### src/ipr_pkg.sv
// ipr_pkg: constants for the first interrupt priority word
// assumes a 32-bit apb master on the mclk domain; register offsets are our own choice
//
// Contract
// - timer two priority: 3-bit field at bits 14..12, 111 is level 7
// - compare two priority: 3-bit field at bits 10..8, same encoding
// - capture two priority: 3-bit field at bits 6..4, same encoding
// - code 000 disables a source; 001..111 give levels 1..7
package ipr_pkg;
    // -------------------------------------------------------------------
    // register map
    // -------------------------------------------------------------------
    localparam logic [11:0] IPR_ADDR_PRIO_WORD   = 12'h000;
    localparam logic [11:0] IPR_ADDR_SRC_ENABLE  = 12'h004;
    localparam logic [11:0] IPR_ADDR_LEVEL_VIEW  = 12'h008;
    // -------------------------------------------------------------------
    // field layout
    // -------------------------------------------------------------------
    localparam int          IPR_FIELD_W          = 3;
    localparam int          IPR_TIMER_LSB        = 12;
    localparam int          IPR_COMPARE_LSB      = 8;
    localparam int          IPR_CAPTURE_LSB      = 4;
    localparam logic [15:0] IPR_WRITE_MASK       = 16'h7770;
    localparam logic [15:0] IPR_RESET_WORD       = 16'h4440;
    localparam logic [2:0]  IPR_LEVEL_OFF        = 3'h0;
    localparam logic [31:0] IPR_READ_ZERO        = 32'h00000000;
    // level view: one nibble per source
    localparam int          IPR_VIEW_TIMER_LSB   = 8;
    localparam int          IPR_VIEW_COMPARE_LSB = 4;
    localparam int          IPR_VIEW_CAPTURE_LSB = 0;
endpackage

### src/ipr_top.sv
// ipr_top: first interrupt priority word behind an apb slave
// assumes apb master on mclk; arbitration lives outside and reads the levels
//
// The register offsets and register access over APB were decided locally.
module ipr_top (
    input  wire logic        mclk,
    input  wire logic        reset,
    input  wire logic        psel,
    input  wire logic        penable,
    input  wire logic        pwrite,
    input  wire logic [11:0] paddr,
    input  wire logic [31:0] pwdata,
    input  wire logic [3:0]  pstrb,
    output logic [31:0]      prdata,
    output logic             pready,
    output logic             pslverr,
    output logic [2:0]       timer_two_priority_level,
    output logic [2:0]       compare_two_priority_level,
    output logic [2:0]       capture_two_priority_level,
    output logic [2:0]       source_enable
);
    // -------------------------------------------------------------------
    // state
    // -------------------------------------------------------------------
    logic [15:0] interrupt_priority_word_one_reg;
    logic [15:0] interrupt_priority_word_one_next;
    logic [31:0] prdata_reg;
    logic [31:0] prdata_next;
    logic        pready_reg;
    logic        pready_next;
    logic        pslverr_reg;
    logic        pslverr_next;
    logic [2:0]  timer_level_reg;
    logic [2:0]  timer_level_next;
    logic [2:0]  compare_level_reg;
    logic [2:0]  compare_level_next;
    logic [2:0]  capture_level_reg;
    logic [2:0]  capture_level_next;
    logic [2:0]  source_enable_reg;
    logic [2:0]  source_enable_next;
    logic [2:0]  timer_code;
    logic [2:0]  compare_code;
    logic [2:0]  capture_code;
    logic [2:0]  timer_level;
    logic [2:0]  compare_level;
    logic [2:0]  capture_level;
    logic [2:0]  enable_vec;
    logic        taken;
    logic        complete;
    logic        hit;
    logic        word_write;
    logic        read_taken;
    logic [15:0] wr_lanes;
    logic [31:0] read_word;

    // -------------------------------------------------------------------
    // field slices
    // -------------------------------------------------------------------
    // timer field slice
    assign timer_code   =
        interrupt_priority_word_one_reg[ipr_pkg::IPR_TIMER_LSB +: ipr_pkg::IPR_FIELD_W];
    assign compare_code =
        interrupt_priority_word_one_reg[ipr_pkg::IPR_COMPARE_LSB +: ipr_pkg::IPR_FIELD_W];
    assign capture_code =
        interrupt_priority_word_one_reg[ipr_pkg::IPR_CAPTURE_LSB +: ipr_pkg::IPR_FIELD_W];

    // -------------------------------------------------------------------
    // level decode
    // -------------------------------------------------------------------
    // one decoder per source keeps the three fields alike by construction
    ipr_level_decode u_timer (
        .code       (timer_code),
        .src_enable (enable_vec[2]),
        .level      (timer_level)
    );
    ipr_level_decode u_compare (
        .code       (compare_code),
        .src_enable (enable_vec[1]),
        .level      (compare_level)
    );
    ipr_level_decode u_capture (
        .code       (capture_code),
        .src_enable (enable_vec[0]),
        .level      (capture_level)
    );

    // -------------------------------------------------------------------
    // apb decode
    // -------------------------------------------------------------------
    // taken: first access cycle; complete: the cycle in which pready stands
    assign taken      = psel && penable && !pready_reg;
    assign complete   = psel && penable && pready_reg;
    assign hit        = (paddr == ipr_pkg::IPR_ADDR_PRIO_WORD) ||
                        (paddr == ipr_pkg::IPR_ADDR_SRC_ENABLE) ||
                        (paddr == ipr_pkg::IPR_ADDR_LEVEL_VIEW);
    assign wr_lanes   = {{8{pstrb[1]}}, {8{pstrb[0]}}};
    // a write lands only at the edge that closes the transfer, as the master sees it
    assign word_write = complete && pwrite && (paddr == ipr_pkg::IPR_ADDR_PRIO_WORD);
    assign read_taken = taken && !pwrite;

    // -------------------------------------------------------------------
    // read mux
    // -------------------------------------------------------------------
    always_comb
    begin
        read_word = ipr_pkg::IPR_READ_ZERO;
        case (paddr)
            ipr_pkg::IPR_ADDR_PRIO_WORD:
            begin
                read_word[15:0] = interrupt_priority_word_one_reg & ipr_pkg::IPR_WRITE_MASK;
            end
            ipr_pkg::IPR_ADDR_SRC_ENABLE:
            begin
                read_word[2:0] = enable_vec;
            end
            ipr_pkg::IPR_ADDR_LEVEL_VIEW:
            begin
                read_word[ipr_pkg::IPR_VIEW_TIMER_LSB +: ipr_pkg::IPR_FIELD_W] = timer_level;
                read_word[ipr_pkg::IPR_VIEW_COMPARE_LSB +: ipr_pkg::IPR_FIELD_W] = compare_level;
                read_word[ipr_pkg::IPR_VIEW_CAPTURE_LSB +: ipr_pkg::IPR_FIELD_W] = capture_level;
            end
            default:
            begin
                read_word = ipr_pkg::IPR_READ_ZERO;
            end
        endcase
    end

    // -------------------------------------------------------------------
    // priority word
    // -------------------------------------------------------------------
    always_comb
    begin
        interrupt_priority_word_one_next = interrupt_priority_word_one_reg;
        if (word_write)
        begin
            // spare bits never take a write; low strobes keep their byte
            interrupt_priority_word_one_next =
                (interrupt_priority_word_one_reg & ~(wr_lanes & ipr_pkg::IPR_WRITE_MASK)) |
                (pwdata[15:0] & wr_lanes & ipr_pkg::IPR_WRITE_MASK);
        end
    end

    always_ff @(posedge mclk)
    begin
        if (reset)
        begin
            interrupt_priority_word_one_reg <= ipr_pkg::IPR_RESET_WORD;
        end
        else
        begin
            interrupt_priority_word_one_reg <= interrupt_priority_word_one_next;
        end
    end

    // -------------------------------------------------------------------
    // bus answer
    // -------------------------------------------------------------------
    // read data is captured when taken so that it stands with pready
    always_comb
    begin
        prdata_next  = ipr_pkg::IPR_READ_ZERO;
        pready_next  = taken;
        pslverr_next = taken && !hit;
        if (read_taken)
        begin
            prdata_next = read_word;
        end
    end

    always_ff @(posedge mclk)
    begin
        if (reset)
        begin
            prdata_reg  <= ipr_pkg::IPR_READ_ZERO;
            pready_reg  <= 1'b0;
            pslverr_reg <= 1'b0;
        end
        else
        begin
            prdata_reg  <= prdata_next;
            pready_reg  <= pready_next;
            pslverr_reg <= pslverr_next;
        end
    end

    // -------------------------------------------------------------------
    // level outputs
    // -------------------------------------------------------------------
    // levels lag the word by one cycle so outputs come from flops
    always_comb
    begin
        timer_level_next   = timer_level;
        compare_level_next = compare_level;
        capture_level_next = capture_level;
        source_enable_next = enable_vec;
    end

    always_ff @(posedge mclk)
    begin
        if (reset)
        begin
            timer_level_reg   <= ipr_pkg::IPR_LEVEL_OFF;
            compare_level_reg <= ipr_pkg::IPR_LEVEL_OFF;
            capture_level_reg <= ipr_pkg::IPR_LEVEL_OFF;
            source_enable_reg <= 3'h0;
        end
        else
        begin
            timer_level_reg   <= timer_level_next;
            compare_level_reg <= compare_level_next;
            capture_level_reg <= capture_level_next;
            source_enable_reg <= source_enable_next;
        end
    end

    // -------------------------------------------------------------------
    // outputs
    // -------------------------------------------------------------------
    assign prdata                     = prdata_reg;
    assign pready                     = pready_reg;
    assign pslverr                    = pslverr_reg;
    assign timer_two_priority_level   = timer_level_reg;
    assign compare_two_priority_level = compare_level_reg;
    assign capture_two_priority_level = capture_level_reg;
    assign source_enable              = source_enable_reg;
endmodule

### src/ipr_level_decode.sv
// ipr_level_decode: turns one priority code into enable and level
// assumes a 3-bit code from the priority word on the same clock
module ipr_level_decode (
    input  wire logic [2:0] code,
    output logic            src_enable,
    output logic [2:0]      level
);
    assign src_enable = (code != ipr_pkg::IPR_LEVEL_OFF);
    assign level      = code;
endmodule

### config.mk
export PLATFORM = sky130hd
export DESIGN_NAME = ipr_top
export DESIGN_NICKNAME = d
export VERILOG_FILES = /design/src/ipr_pkg.sv /design/src/ipr_top.sv /design/src/ipr_level_decode.sv
export SDC_FILE = /design/constraint.sdc
export NUM_CORES = 1
export LEC_CHECK = 0
export BUFFER_PORTS_ARGS = -buffer_cell sky130_fd_sc_hd__buf_2
export CAP_MARGIN = 10
export CORE_ASPECT_RATIO = 1.75
export CORE_MARGIN = 2
export CORE_UTILIZATION = 40
export DETAILED_ROUTE_END_ITERATION = 8
export PLACE_DENSITY_LB_ADDON = 0.08
export SETUP_SLACK_MARGIN = 0.3
export SYNTH_ARGS = -nofsm -noshare
export SYNTH_HDL_FRONTEND = slang
export SYNTH_SLANG_ARGS = --single-unit
### constraint.sdc
create_clock -name mclk -period 2.7 [get_ports mclk]
set_input_delay 0.54 -clock mclk [delete_from_list [all_inputs] [get_ports mclk]]
set_output_delay 0.54 -clock mclk [all_outputs]
set_load 0.02 [all_outputs]
==> metrics.csv <==
metric,value,unit
post-route-drc-count,0,
r2r_setup_slack,0.91,ns
endpoint_kind,flop,
drtIter0Drc,16,
synth_top_area_cell,dfxtp_1,
hold_buffers,0,
dp.cells,227,
powerDensity,576.9,nW/um^2
p_leak,0.8768,nW
startpoint,paddr[3],
syn_inst,133,
place_ws,0.3736,ns
required,2.87,ns
fin_ws,0.6822,ns
fin_nets,242,
die-area,4078,um^2
maxCapViolCount,0,
final_max_slew_viol_count,0,
synth_area_leaders,"dfxtp_1, buf_4, nor2b_1",
rows,28,
hp-class,reg -> reg,
numPortBuffers,53,
grt_pass1_wl,4526,um
vias_per_cell,4.472,
finalPower,1.014,mW
synth_ff_type,dfxtp_1,
ctsResizeCount,0,
postCtsSetupBuffers,0,
setup_viol,0,
gr-total-overflow,0,
crit_arrival,2.19,ns
skew,0.001755,ns
start_kind,input pin,
synth_edf_count,0,
holdWs,0.5099,ns
holdPathStages,1,
synth_cell_types,26,
numCtsBuffers,5,
routed_wl,2735,um
drive_above_1_share,38.42,%
clock_sinks,35,
diodes,0,
rsz0062_at_grt,no,
pin_count,99,
finalNonFillerCells,235,
cts.path.max_buffers,2,
period_share,74.73,%
h-tree-depth,2,
wl_per_cell,11.64,um
grt_pass1_vias,1028,
reg2reg_from,pready$_SDFF_PP0_,
syn_avg_cell_area,10.72,um^2
synth_top_cell_area_share,49.12,%
yosys_register_bits,35,
syn_area,1426,um^2
die_y,83.00,um
gp_congestion,0.7235,
dp_hpwl,2149,um
antenna_found_initial,0,
root_buffer,clkbuf_8,
synthArstFlopShare,0,%
core,3398,um^2
yosys_warnings,0,
cts_tree,yes,
r2r_cells,4,
grt_start_max_net_pins,23,
initial_utilization,41.97,%
clk-insertion-delay-late,0.28,ns
syn_to_final_growth,23.25,%
critPathKind,in -> reg,
clkTransAtPathRegs,0.06,ns
ir_drop,0.0003863,V
via_count,1051,
status,completed,
first_pass_iters,4,
period_needed,2.018,ns
drtAntennaViolNets,0,
die_w,49.14,um
max_freq,0.4956,GHz
synth_seq_area_share,49.12,%
tns,0,ns
grt_use_total,14.68,%
hold_viol,0,
cp_max_fo,13,
## routing by layer
| metal | share of wire (%) | global-route usage, % | up-vias | wire length, um |
|---|---|---|---|---|
| met2 | 53 | 26.29 | 56 | 1460 |
| met1 | 35 | 13.91 | 470 | 958 |
| met5 | 0 | 0 | - | 0 |
| li1 | - | - | 517 | - |
| met4 | 3.1 | 9.610 | 0 | 84 |
| met3 | 8.5 | 4.317 | 8 | 232 |
## cell type report
cell class                 instances  area (um^2)
clock buffer                       8        100.1
fill                             336         1640
inverter                           1        3.754
multi-input combinational         93        631.9
sequential                        35        700.7
tap                               45        56.30
timing repair buffer              53        265.3
## stage by stage
step	utilization, %	area (um^2)
2_1_floorplan	-	1498
3_3_place_gp	48.79	1658
3_5_place_dp	48.79	1658
4_1_cts	51.73	1758
5_1_grt	51.73	1758
6_report	51.73	1758
## synthesized netlist by cell type, types with 2 or more instances
cell,count
mux2_4,6
nor2b_1,17
clkbuf_1,2
buf_4,20
mux2i_1,6
nand2b_1,2
or4_4,2
nand2_1,4
a21o_1,3
nor3b_1,3
a31o_1,3
o21ai_0,2
or4bb_1,2
nor3_1,3
a21oi_1,4
dfxtp_1,35
nor2_1,10
## how the worst min path moves through the flow
stage / startpoint / end / slack [ns]
6_report: flop / timer_two_priority_level[2]$_SDFF_PP0_ / 0.51
5_1_grt: flop / prdata[13]$_SDFF_PP0_ / 0.53
4_1_cts: flop / timer_two_priority_level[2]$_SDFF_PP0_ / 0.51
3_5_place_dp: flop / timer_two_priority_level[2]$_SDFF_PP0_ / 0.50
3_3_place_gp: flop / timer_two_priority_level[2]$_SDFF_PP0_ / 0.50
2_1_floorplan: flop / prdata[1]$_SDFF_PP0_ / 0.47
## worst max-delay path, stage by stage
cell     delay, ns
buf_2         0.20
or4bb_1       0.55
nor4_4        0.42
nand2_4       0.15
mux2_4        0.32
## kinds of logic after synthesis
group	after synthesis	synth area share [%]
flops	35	49.12
simple gates	49	22.98
compound gates	12	5.527
other cells	1	0.2629
buf+inv	24	11.58
mux	12	10.53
## layout by cell type (no fill, tap or decap), types with 4 or more instances in the layout
master / Yosys / routed
mux2_4: 6 / 6
conb_1: 1 / 20
nand2_1: 4 / 4
mux2i_1: 6 / 6
dfxtp_1: 35 / 35
nor2_1: 10 / 10
nor2b_1: 17 / 17
clkbuf_8: 0 / 7
buf_2: 0 / 53
a21oi_1: 4 / 4
## power by group
| part | total [mW] | switching (mW) | internal [mW] |
|---|---|---|---|
| sequential | 0.524 | 0.00130 | 0.522 |
| combinational | 0.0872 | 0.0577 | 0.0295 |
| clock | 0.403 | 0.171 | 0.233 |
Power figures use the tool's default switching activity.
